===== src/shared/pci_arb_cfg.svh =====
/*
 * Constants for the PCI arbiter and hold control block: widths,
 * reset values and synchroniser depth.
 * Assumes it is included by bare name after the package.
 */
`ifndef PCI_ARB_CFG_SVH
`define PCI_ARB_CFG_SVH

// number of PCI masters served by the arbiter
`define ARB_MASTERS 5
// address/data and command/byte-enable widths
`define ARB_AD_WIDTH 32
`define ARB_CBE_WIDTH 4
// reset value of the grant lines, all negated
`define ARB_GNT_RESET 5'h1F
// reset value of the last granted master pointer
`define ARB_LAST_RESET 3'h4
// flops between a pin and the first logic reading it
`define ARB_SYNC_STAGES 2
// clock-run sync value in reset: pin seen low, clock running
`define ARB_CLKRUN_SYNC_RESET 1'h0

`endif


===== src/shared/pci_arb_pkg.sv =====
/*
 * Types shared by the PCI arbiter and hold control block.
 * Assumes nothing beyond a SystemVerilog compiler.
 */
package pci_arb_pkg;

	// hold handshake sequence with the expansion bridge
	typedef enum logic [2:0] {
		HOLD_IDLE,
		HOLD_DRAIN_WR,
		HOLD_DRAIN_POST,
		HOLD_ACQ_HOST,
		HOLD_GRANTED
	} holdState_type;

endpackage


===== src/logic/pci_parity_gen.sv =====
/*
 * Even parity over the address/data and command/byte-enable lines.
 * Assumes the caller registers the result for the next clock.
 */
`timescale 1ns/1ps

module pci_parity_gen #(
	parameter int AD_WIDTH = 32,
	parameter int CBE_WIDTH = 4
) (
	// covered lines
	input wire logic [AD_WIDTH-1:0] adBus,
	input wire logic [CBE_WIDTH-1:0] cbeBusN,
	// one parity bit
	output logic parity
);

	// xor of all covered lines gives even parity
	assign parity = ^{adBus, cbeBusN};

endmodule


===== src/logic/pci_arbiter_hold_control.sv =====
/*
 * PCI-side control of a host bridge: five-master arbiter, hold handshake
 * with an expansion bridge, parity, system error and clock-run.
 * Assumes one PCI clock mclk; request pins are asynchronous and are
 * synchronised here; buffer and host bus status come from the same clock.
 */
`timescale 1ns/1ps
`include "pci_arb_cfg.svh"

module pci_arbiter_hold_control
	import pci_arb_pkg::*;
#(
	parameter int MASTERS = `ARB_MASTERS,
	parameter int AD_WIDTH = `ARB_AD_WIDTH,
	parameter int CBE_WIDTH = `ARB_CBE_WIDTH
) (
	// clock and reset
	input wire logic mclk,
	input wire logic rst_n,
	// master arbitration pins
	input wire logic [MASTERS-1:0] reqN,
	output logic [MASTERS-1:0] gntN,
	output logic gntOe,
	// expansion bridge hold handshake
	input wire logic bridge_hold_request_n,
	output logic bridge_hold_ack_n,
	output logic holdAckOe,
	// buffer drain and host bus side
	input wire logic writeBufEmpty,
	input wire logic postBufEmpty,
	input wire logic hostBusGranted,
	output logic drainWriteReq,
	output logic drainPostReq,
	output logic hostBusReq,
	// parity from the outgoing datapath
	input wire logic [AD_WIDTH-1:0] adOut,
	input wire logic [CBE_WIDTH-1:0] cbeOutN,
	input wire logic parDrive,
	output logic parOut,
	output logic parOe,
	// system error
	input wire logic errorEvent,
	output logic serrOutN,
	output logic serrOe,
	// clock-run open-drain pin
	input wire logic clkrunIn,
	input wire logic keepClock,
	output logic clkrunOut,
	output logic clkrunOe,
	output logic clkrunSeen
);

	localparam int PTR_W = $clog2(MASTERS);
	localparam int SYNC_W = MASTERS + 2;
	localparam logic [SYNC_W-1:0] SYNC_RESET =
		{`ARB_CLKRUN_SYNC_RESET, {(MASTERS+1){1'b1}}};

	////////////////////////////////////////////////////////////////////
	// pin synchronisers
	logic [SYNC_W-1:0] syncMeta_q;
	logic [SYNC_W-1:0] syncPin_q;
	wire [SYNC_W-1:0] pinRaw = {clkrunIn, bridge_hold_request_n, reqN};

	// two flops before any logic reads a pin
	always_ff @(posedge mclk or negedge rst_n)
	begin
		if (!rst_n)
		begin
			syncMeta_q <= SYNC_RESET;
			syncPin_q <= SYNC_RESET;
		end
		else
		begin
			syncMeta_q <= pinRaw;
			syncPin_q <= syncMeta_q;
		end
	end

	wire [MASTERS-1:0] masterReq = ~syncPin_q[MASTERS-1:0];
	wire bridgeReq = ~syncPin_q[MASTERS];
	wire clkrunHigh = syncPin_q[MASTERS+1];

	////////////////////////////////////////////////////////////////////
	// hold sequence with the expansion bridge
	holdState_type holdState_q;
	holdState_type holdState_d;
	logic [MASTERS-1:0] gntN_q;
	wire grantsIdle = (gntN_q == `ARB_GNT_RESET);

	// drain, drain, acquire, then acknowledge; a dropped request aborts
	always_comb
	begin
		holdState_d = holdState_q;
		unique case (holdState_q)
			HOLD_IDLE:
				if (bridgeReq)
					holdState_d = HOLD_DRAIN_WR;
			HOLD_DRAIN_WR:
				if (!bridgeReq)
					holdState_d = HOLD_IDLE;
				else if (writeBufEmpty)
					holdState_d = HOLD_DRAIN_POST;
			HOLD_DRAIN_POST:
				if (!bridgeReq)
					holdState_d = HOLD_IDLE;
				else if (postBufEmpty)
					holdState_d = HOLD_ACQ_HOST;
			HOLD_ACQ_HOST:
				if (!bridgeReq)
					holdState_d = HOLD_IDLE;
				else if (hostBusGranted && grantsIdle)
					holdState_d = HOLD_GRANTED;
			HOLD_GRANTED:
				if (!bridgeReq)
					holdState_d = HOLD_IDLE;
		endcase
	end

	logic holdAckN_q;
	logic drainWr_q;
	logic drainPost_q;
	logic hostReq_q;
	wire holdPending = (holdState_d != HOLD_IDLE);

	// state and handshake flops
	always_ff @(posedge mclk or negedge rst_n)
	begin
		if (!rst_n)
		begin
			holdState_q <= HOLD_IDLE;
			holdAckN_q <= 1'b1;
			drainWr_q <= 1'b0;
			drainPost_q <= 1'b0;
			hostReq_q <= 1'b0;
		end
		else
		begin
			holdState_q <= holdState_d;
			holdAckN_q <= (holdState_d != HOLD_GRANTED);
			drainWr_q <= (holdState_d == HOLD_DRAIN_WR);
			drainPost_q <= (holdState_d == HOLD_DRAIN_POST);
			hostReq_q <= (holdState_d == HOLD_ACQ_HOST)
				|| (holdState_d == HOLD_GRANTED);
		end
	end

	////////////////////////////////////////////////////////////////////
	// round-robin master arbiter
	logic [PTR_W-1:0] last_q;
	logic [MASTERS-1:0] pick;
	logic [PTR_W-1:0] pickIdx;
	logic pickAny;

	// first requester after the last one granted
	always_comb
	begin
		int idx;
		idx = 0;
		pick = '0;
		pickIdx = '0;
		pickAny = 1'b0;
		for (int k = MASTERS; k >= 1; k--)
		begin
			idx = (int'(last_q) + k) % MASTERS;
			if (masterReq[idx])
			begin
				pickIdx = PTR_W'(idx);
				pickAny = 1'b1;
			end
		end
		if (pickAny)
			pick[pickIdx] = 1'b1;
	end

	wire [MASTERS-1:0] curGnt = ~gntN_q;
	wire ownerKeeps = |(curGnt & masterReq);
	wire newGrant = grantsIdle && pickAny && !holdPending
		&& holdAckN_q;

	// one idle cycle between owners; hold pending takes grants away
	always_ff @(posedge mclk or negedge rst_n)
	begin
		if (!rst_n)
		begin
			gntN_q <= `ARB_GNT_RESET;
			last_q <= `ARB_LAST_RESET;
		end
		else if (newGrant)
		begin
			gntN_q <= ~pick;
			last_q <= pickIdx;
		end
		else if (!grantsIdle && (holdPending || !ownerKeeps))
			gntN_q <= `ARB_GNT_RESET;
	end

	////////////////////////////////////////////////////////////////////
	// parity, system error and clock-run
	wire parNow;
	pci_parity_gen #(
		.AD_WIDTH(AD_WIDTH),
		.CBE_WIDTH(CBE_WIDTH)
	) parityGen (
		.adBus(adOut),
		.cbeBusN(cbeOutN),
		.parity(parNow)
	);
	logic parOut_q;
	logic parOe_q;
	logic serrOe_q;
	logic clkrunOe_q;
	logic drivesOn_q;

	// parity one clock after its data; open-drain pins pull low only
	always_ff @(posedge mclk or negedge rst_n)
	begin
		if (!rst_n)
		begin
			parOut_q <= 1'b0;
			parOe_q <= 1'b0;
			serrOe_q <= 1'b0;
			clkrunOe_q <= 1'b0;
			drivesOn_q <= 1'b0;
		end
		else
		begin
			parOut_q <= parNow;
			parOe_q <= parDrive;
			serrOe_q <= errorEvent;
			clkrunOe_q <= keepClock && clkrunHigh;
			drivesOn_q <= 1'b1;
		end
	end

	assign gntN = gntN_q;
	assign gntOe = drivesOn_q;
	assign bridge_hold_ack_n = holdAckN_q;
	assign holdAckOe = drivesOn_q;
	assign drainWriteReq = drainWr_q;
	assign drainPostReq = drainPost_q;
	assign hostBusReq = hostReq_q;
	assign parOut = parOut_q;
	assign parOe = parOe_q;
	assign serrOutN = 1'b0;
	assign serrOe = serrOe_q;
	assign clkrunOut = 1'b0;
	assign clkrunOe = clkrunOe_q;
	assign clkrunSeen = ~clkrunHigh;

	////////////////////////////////////////////////////////////////////
	// checks
	grant_onehot_a: assert property (
		@(posedge mclk) disable iff (!rst_n) $onehot0(~gntN_q))
		else $error("more than one master grant");
	grant_vs_hold_a: assert property (
		@(posedge mclk) disable iff (!rst_n)
		!holdAckN_q |-> gntN_q == `ARB_GNT_RESET)
		else $error("master grant during hold acknowledge");
	ack_after_host_a: assert property (
		@(posedge mclk) disable iff (!rst_n)
		$fell(holdAckN_q) |-> $past(hostReq_q) && $past(hostBusGranted))
		else $error("hold acknowledged before host bus taken");
	drain_order_a: assert property (
		@(posedge mclk) disable iff (!rst_n)
		$rose(drainPost_q) |-> $past(drainWr_q) && $past(writeBufEmpty))
		else $error("posted drain before write drain done");
	release_ack_a: assert property (
		@(posedge mclk) disable iff (!rst_n)
		(!holdAckN_q && !bridgeReq) |=> holdAckN_q)
		else $error("acknowledge held after release");
	parity_value_a: assert property (
		@(posedge mclk) disable iff (!rst_n)
		##1 parOut_q == $past(^{adOut, cbeOutN}))
		else $error("parity mismatch");
	serr_pulse_a: assert property (
		@(posedge mclk) disable iff (!rst_n)
		errorEvent |=> serrOe_q && !serrOutN)
		else $error("system error not driven");
	clkrun_cause_a: assert property (
		@(posedge mclk) disable iff (!rst_n)
		clkrunOe_q |-> $past(keepClock) && $past(clkrunHigh))
		else $error("clock-run driven without cause");
	grant_idle_a: assert property (
		@(posedge mclk) disable iff (!rst_n)
		(!grantsIdle && $changed(gntN_q)) |-> $past(grantsIdle))
		else $error("grant moved without idle cycle");

endmodule


===== config.mk =====
export PLATFORM = sky130hd
export DESIGN_NAME = pci_arbiter_hold_control
export DESIGN_NICKNAME = d
export VERILOG_FILES = /design/src/shared/pci_arb_pkg.sv /design/src/logic/pci_parity_gen.sv /design/src/logic/pci_arbiter_hold_control.sv
export VERILOG_INCLUDE_DIRS = /design/src /design/src/shared
export SDC_FILE = /design/constraint.sdc
export NUM_CORES = 1
export LEC_CHECK = 0
export CORE_ASPECT_RATIO = 1.75
export CORE_MARGIN = 3
export CORE_UTILIZATION = 60
export DETAILED_ROUTE_END_ITERATION = 6
export DONT_BUFFER_PORTS = 1
export PLACE_DENSITY = 0.83
export RECOVER_POWER = 25
export SETUP_SLACK_MARGIN = 0.4
export SYNTH_ARGS = -nofsm -noshare
export SYNTH_HDL_FRONTEND = slang
export SYNTH_SLANG_ARGS = --single-unit

===== constraint.sdc =====
create_clock -name mclk -period 7 [get_ports mclk]
set_input_delay 1.4 -clock mclk [delete_from_list [all_inputs] [get_ports mclk]]
set_output_delay 1.4 -clock mclk [all_outputs]
set_load 0.03 [all_outputs]

Yosys cells after proc, flatten, opt, wreduce, memory -nomap -nowiden

Index checks and enable logic that the tools add are counted.

Flip-flop bits (word level): 34
Logic and storage cells: 102
Output and inout bits: 18
Bits of input ports: 51

Divide/modulo/power cells: 5
$add $sub $neg: 5
Order comparisons: 7
Mux-type cells: 39
Equality and inequality tests: 10
Bitwise operators: 5
Reduce and logical (&&, ||, !) cells: 17

Operator list:

| cell                                                              | count |
|---|---|
| < comparator 32 x 5 -> 1 bit, second input constant               | 5 |
| remainder unit 32 x 4 -> 32 bit, second input constant            | 5 |
| 2-to-1 mux 3 bit                                                  | 13 |
| parity 36 bit                                                     | 1 |
| 2-to-1 mux 1 bit                                                  | 16 |
| binary-select mux 1 bit (select 3 bit)                            | 5 |
| 2-to-1 mux 5 bit                                                  | 3 |
| inverter 5 bit                                                    | 3 |
| one-hot mux 3 bit (5 select lines)                                | 1 |
| equality test 3 x 2 -> 1 bit, second input constant               | 4 |
| adder 3 x 2 -> 4 bit, second input constant                       | 2 |
| adder 3 x 3 -> 4 bit, second input constant                       | 2 |
| logical AND 1 bit                                                 | 7 |
| equality test 3 x 1 -> 1 bit, second input constant               | 2 |
| equality test 3 bit, second input constant                        | 2 |
| bitwise AND 5 bit                                                 | 1 |
| equality test 5 bit, second input constant                        | 1 |
| OR reduction 5 bit                                                | 1 |
| adder 3 x 1 -> 4 bit, second input constant                       | 1 |
| < comparator 3 x 4 -> 1 bit, second input constant                | 1 |
| demux 1 bit (select 3 bit)                                        | 1 |
| greater-or-equal comparator 3 x 1 -> 1 bit, second input constant | 1 |
| logical NOT 1 bit                                                 | 3 |
| logical NOT 3 bit                                                 | 1 |
| other kinds (5)                                                   | 6 |

Logic depth before layout (Yosys ltp)

Depth after elaboration: 17
Gate-level depth with buffers: 20
Depth with buffers taken out: 18

Cells and area by module

A second synthesis with hierarchy kept.

Cells, all modules: 431
Area, all modules: 3,736.1 um^2

Modules (own cells, without submodules):

| module                   | area each (um^2) | seq. area each (um^2) | cells each | times used |
|---|---|---|---|---|
| pci_arbiter_hold_control | 3,424.5          | 874.6                 | 397        | 1 |
| pci_parity_gen           | 311.5            | 0.0                   | 34         | 1 |

Worst setup path after synthesis

No wires, ideal clock.

Path kind: register to register
From: register last_q[1]
To: register gntN_q[2], in the netlist gntN[2]
Buffers on the path: 2
Setup slack: 1,897 ps
Clock period less this slack: 5,103 ps
Arrival: 5,023 ps
Data required time: 6,920 ps
Cell stages (with the launch flop): 21
Setup time: 80 ps
Path through: dfrtp_1 -> clkbuf_1 -> inv_1 -> ha_1 -> clkbuf_1 -> clkinv_1 -> ha_1 -> nor2_1 -> a21oi_1 -> xnor2_1 -> ha_1 -> nor2b_1 -> a211oi_1 -> nor4_1 -> a311oi_2 -> nand2_1 -> a211o_1 -> and3_1 -> a311o_4 -> nand2b_4 -> o22a_1

Longest elaborated chain between the ends: 17
Elaborated cells between the ends (all ways): 47
Those cells by class: add/sub (5); div (5); order compare (2); mux (29); bitwise (1); reduce/logical (5)

RTL lines:

| element                                                                                                                | RTL line                        | source |
|---|---|---|
| start: declaration                                                                                                     | pci_arbiter_hold_control.sv:149 | `logic [PTR_W-1:0] last_q;` |
| start signal: assignment                                                                                               | pci_arbiter_hold_control.sv:186 | `` last_q <= `ARB_LAST_RESET; `` |
| start signal: assignment                                                                                               | pci_arbiter_hold_control.sv:191 | `last_q <= pickIdx;` |
| adder 3 x 3 -> 4 bit                                                                                                   | pci_arbiter_hold_control.sv:164 | `idx = (int'(last_q) + k) % MASTERS;` |
| remainder unit 32 x 4 -> 32 bit                                                                                        | pci_arbiter_hold_control.sv:164 |  |
| binary-select mux 1 bit (select 3 bit)                                                                                 | pci_arbiter_hold_control.sv:165 | `if (masterReq[idx])` |
| 2-to-1 mux 1 bit (not written as such) (2 in a row)                                                                    | pci_arbiter_hold_control.sv:165 |  |
| 2-to-1 mux 3 bit (5 in a row)                                                                                          | pci_arbiter_hold_control.sv:165 |  |
| < comparator 3 x 4 -> 1 bit (not written as such) / greater-or-equal comparator 3 x 1 -> 1 bit (equally long branches) | pci_arbiter_hold_control.sv:172 | `pick[pickIdx] = 1'b1;` |
| logical AND 1 bit (not written as such)                                                                                | pci_arbiter_hold_control.sv:172 |  |
| 2-to-1 mux 1 bit (not written as such)                                                                                 | pci_arbiter_hold_control.sv:172 |  |
| demux 1 bit (select 3 bit)                                                                                             | pci_arbiter_hold_control.sv:172 |  |
| 2-to-1 mux 5 bit                                                                                                       | pci_arbiter_hold_control.sv:171 | `if (pickAny)` |
| inverter 5 bit                                                                                                         | pci_arbiter_hold_control.sv:190 | `gntN_q <= ~pick;` |
| 2-to-1 mux 5 bit                                                                                                       | pci_arbiter_hold_control.sv:188 | `else if (newGrant)` |
| end signal: assignment                                                                                                 | pci_arbiter_hold_control.sv:185 | `` gntN_q <= `ARB_GNT_RESET; `` |
| end signal: assignment                                                                                                 | pci_arbiter_hold_control.sv:190 |  |
| end signal: assignment                                                                                                 | pci_arbiter_hold_control.sv:194 | `` gntN_q <= `ARB_GNT_RESET; `` |
| end: declaration                                                                                                       | pci_arbiter_hold_control.sv:87  | `logic [MASTERS-1:0] gntN_q;` |

Parallel ways exist; a longest one is shown, timed or not. The select of a mux whose other input is x is not followed.
A chain may end at the register's enable or synchronous reset.

Worst setup path after layout

From: register last_q[1]
To: register gntN_q[1], in the netlist gntN[1]

Same word-level chain as after synthesis.

==> results.py <==
metrics = {
    "die": {
        "io_pins": 69,
        "die-height_um": 107,
        "core_um2": 5590,
        "dieArea_um2": 6810,
        "num_rows": 36,
        "fp.dieW_um": 63.7,
        "initial_utilization": 0.626,
    },
    "yosys": {
        "syn_avg_cell_area_um2": 8.70,
        "synth_ff_type": "dfstp_2",
        "synth_seq_area_share": 0.250,
        "yosysTopAreaCell": "dfstp_2",
        "ys_ff_latch": 34,
        "synth.top_cell.area_share": 0.143,
        "async_flop_share": 1.00,
        "ys_types": 84,
        "ys.warnings.count": 0,
        "netlist_area_um2": 3500,
        "ys_top_cells_by_area": "dfstp_2 (14%), dfrtp_1 (11%), ha_1 (9.3%)",
        "synth_edf_count": 0,
        "yosysMostFrequentCell": "xnor2_1",
        "syn_inst": 402,
        "synth.top_cells.by_count": "xnor2_1 (36), nand2_1 (28), ha_1 (26)",
    },
    "critical_path": {
        "slowest_stage": "dfrtp_1",
        "setup.worst_path.start_class": "flip-flop",
        "worst-r2r-cell-count": 18,
        "max_stage_delay_ns": 0.65,
        "crit_path_end_kind": "flip-flop",
        "worstPathArrival_ns": 6.00,
        "cpMostUsedCell": "ha_1",
        "critPathKind": "reg -> reg",
        "crit_fanout": 15,
        "path_cells": "inv_1, ha_1, clkinv_1, ha_1, nor2_1, a21oi_1, xnor2_1, ha_1, nor2b_1, a211oi_1, nor4_1, a311oi_2, nand2_1, a211o_1, and3_1, a311o_4, nor3_1, a2bb2oi_1",
        "required_ns": 7.21,
    },
    "final_layout": {
        "nNetsFinal": 468,
        "syn2layout_area_growth_pct": 4.01,
        "antennaDiodeCount": 0,
        "drive_above_1_share": 0.138,
        "multi_input_area_um2": 2420,
        "fillers": 478,
        "register_area_um2": 875,
    },
    "clock_network": {
        "clk_path_buf_depth": 2,
        "cts_tree": "done",
        "clock-sinks": 34,
        "cts_buffers": 5,
        "holdBufCountCts": 0,
        "clk_latency_ns": 0.29,
        "clkTransAtPathRegs_ns": 0.08,
        "cts_setup_buffers": 0,
        "cts_root_buffer": "clkbuf_8",
        "h-tree-depth": 2,
        "cts.repair.resized": 0,
    },
    "sta": {
        "finalHoldViolCount": 0,
        "tightestPinTransition_ns": 0.896,
        "relSlewSlack": 0.401,
        "max_freq_mhz": 173,
        "rsz0062_at_grt": "no",
        "setup_viol": 0,
        "finalCriticalPeriod_ns": 5.79,
        "finClkSkew_ns": 0.00993,
        "drv_slew": 0,
        "setup_tns_ns": 0,
        "min_period_over_period": 0.827,
    },
    "global_routing": {
        "grt_usage": 0.255,
        "grt_pass1_wl_mm": 14.0,
        "grt-ovfl-total": 0,
        "grt_max_degree": 40,
        "antenna_found_initial": 0,
        "first_global_vias": 3032,
    },
    "detailed_routing": {
        "routed_wl_mm": 8.49,
        "route.vias.total": 3049,
        "drc": 0,
        "vias_per_cell": 6.51,
        "drtIter0Drc": 182,
        "firstDrtPassIters": 4,
        "wl_per_cell_um": 18.1,
        "antenna_left": 0,
    },
    "job": {
        "maxCapViolations": 0,
    },
    "placed_design": {
        "dp_hpwl_mm": 6.33,
        "io_buffers": 0,
        "gp_congestion": 0.879,
    },
    "outcome": {
        "status": "complete, no violations",
    },
    "min_path": {
        "whs_path_depth": 0,
        "hold_class": "reg -> reg",
    },
}
==> logic make-up after synthesis <==
kind of cell	count (synthesis)	share of synthesized area
AO/OA/AOI/OAI	121	0.258
adder cells (fa/ha/maj)	26	0.0931
other	2	0.00215
AND/OR/NAND/NOR	118	0.187
buffers and inverters	47	0.0587
XOR/XNOR	42	0.112
flip-flops	34	0.250
multiplexers	12	0.0390
==> registers in the layout (all words and copies together) (netlist names) <==
register,flops
gntOe,1
gntN,5
parOut,1
drainWriteReq,1
syncMeta_q,7
drainPostReq,1
hostBusReq,1
serrOe,1
holdState_q,3
bridge_hold_ack_n,1
parOe,1
syncPin_q,7
clkrunOe,1
last_q,3
==> metrics by stage <==
step / utilization / instance area, um^2 / std cells / setup WS, ns / hold WS, ns
after global placement: 0.626 / 3500 / 460 / 1.61 / 0.345
after global routing: 0.651 / 3640 / 468 / 0.732 / 0.355
after floorplan: - / 3500 / 403 / 1.90 / 0.331
after detailed placement: 0.626 / 3500 / 460 / 1.42 / 0.347
final: 0.651 / 3640 / 468 / 1.21 / 0.346
after CTS: 0.651 / 3640 / 468 / 1.29 / 0.348
==> area by class of cell <==
class / count / area share
clock buffer: 5 / 0.0189
inverter: 27 / 0.0279
tap: 76 / 0.0262
clock inverter: 3 / 0.0189
timing repair buffer: 1 / 0.00206
sequential: 34 / 0.241
multi-input combinational: 322 / 0.666
==> critical path: cells and delay by family, from the launching register on <==
family	cells	cell delay (ns)
buf+inv	2	0.66
simple gates	6	0.96
compound gates	6	1.87
flops	1	0.65
fa+ha+maj	3	1.21
xor+xnor	1	0.36
==> layer usage <==
| layer | wire, um | GRT usage | vias up |
|---|---|---|---|
| li1 | - | - | 1436 |
| met3 | 456 | 0.0398 | 38 |
| met1 | 2940 | 0.254 | 1462 |
| met2 | 4660 | 0.479 | 113 |
| met4 | 433 | 0.161 | 0 |
| met5 | 0 | 0 | - |
==> layout by cell type (no fill, tap or decap), types with 3 or more instances in the layout <==
master,Yosys,routed
and3_1,5,5
a21oi_1,24,24
o211ai_1,6,6
o22a_1,3,3
inv_1,25,25
o21ai_1,3,3
and2_1,4,4
a22oi_1,4,4
ha_1,26,26
clkbuf_8,0,5
conb_1,2,3
a211o_1,5,5
o21a_1,3,3
o21ai_0,10,10
a21o_1,6,6
dfstp_2,19,19
or3_1,5,5
xnor2_1,36,36
nand3_1,7,7
a21boi_0,3,3
or2_2,4,4
a2bb2oi_1,3,3
o31ai_1,6,6
a22o_1,4,4
nor2_1,18,18
xor2_1,3,3
o22ai_1,3,3
a31oi_1,5,5
nand4_1,5,5
nor3_1,9,9
nor2b_1,6,6
dfrtp_1,15,15
a211oi_1,4,4
a221oi_1,3,3
mux2i_1,8,8
nand2_1,28,28
nand2b_1,10,10
==> final timing paths <==
kind / startpoint / end / slack [ns]
max in group asynchronous: rst_n / syncPin_q[4] / 6.02
worst min-delay path: syncMeta_q[0] / syncPin_q[0] / 0.35
min in group asynchronous: rst_n / gntOe / 0.79
worst min register to register: syncMeta_q[0] / syncPin_q[0] / 0.35
worst max-delay path: last_q[1] / gntN[1] / 1.21
worst max register to register: last_q[1] / gntN[1] / 1.21
Power is left out: the tool's default activity adds up to more than one toggle a clock period on the data nets, which glitch-free logic cannot reach.
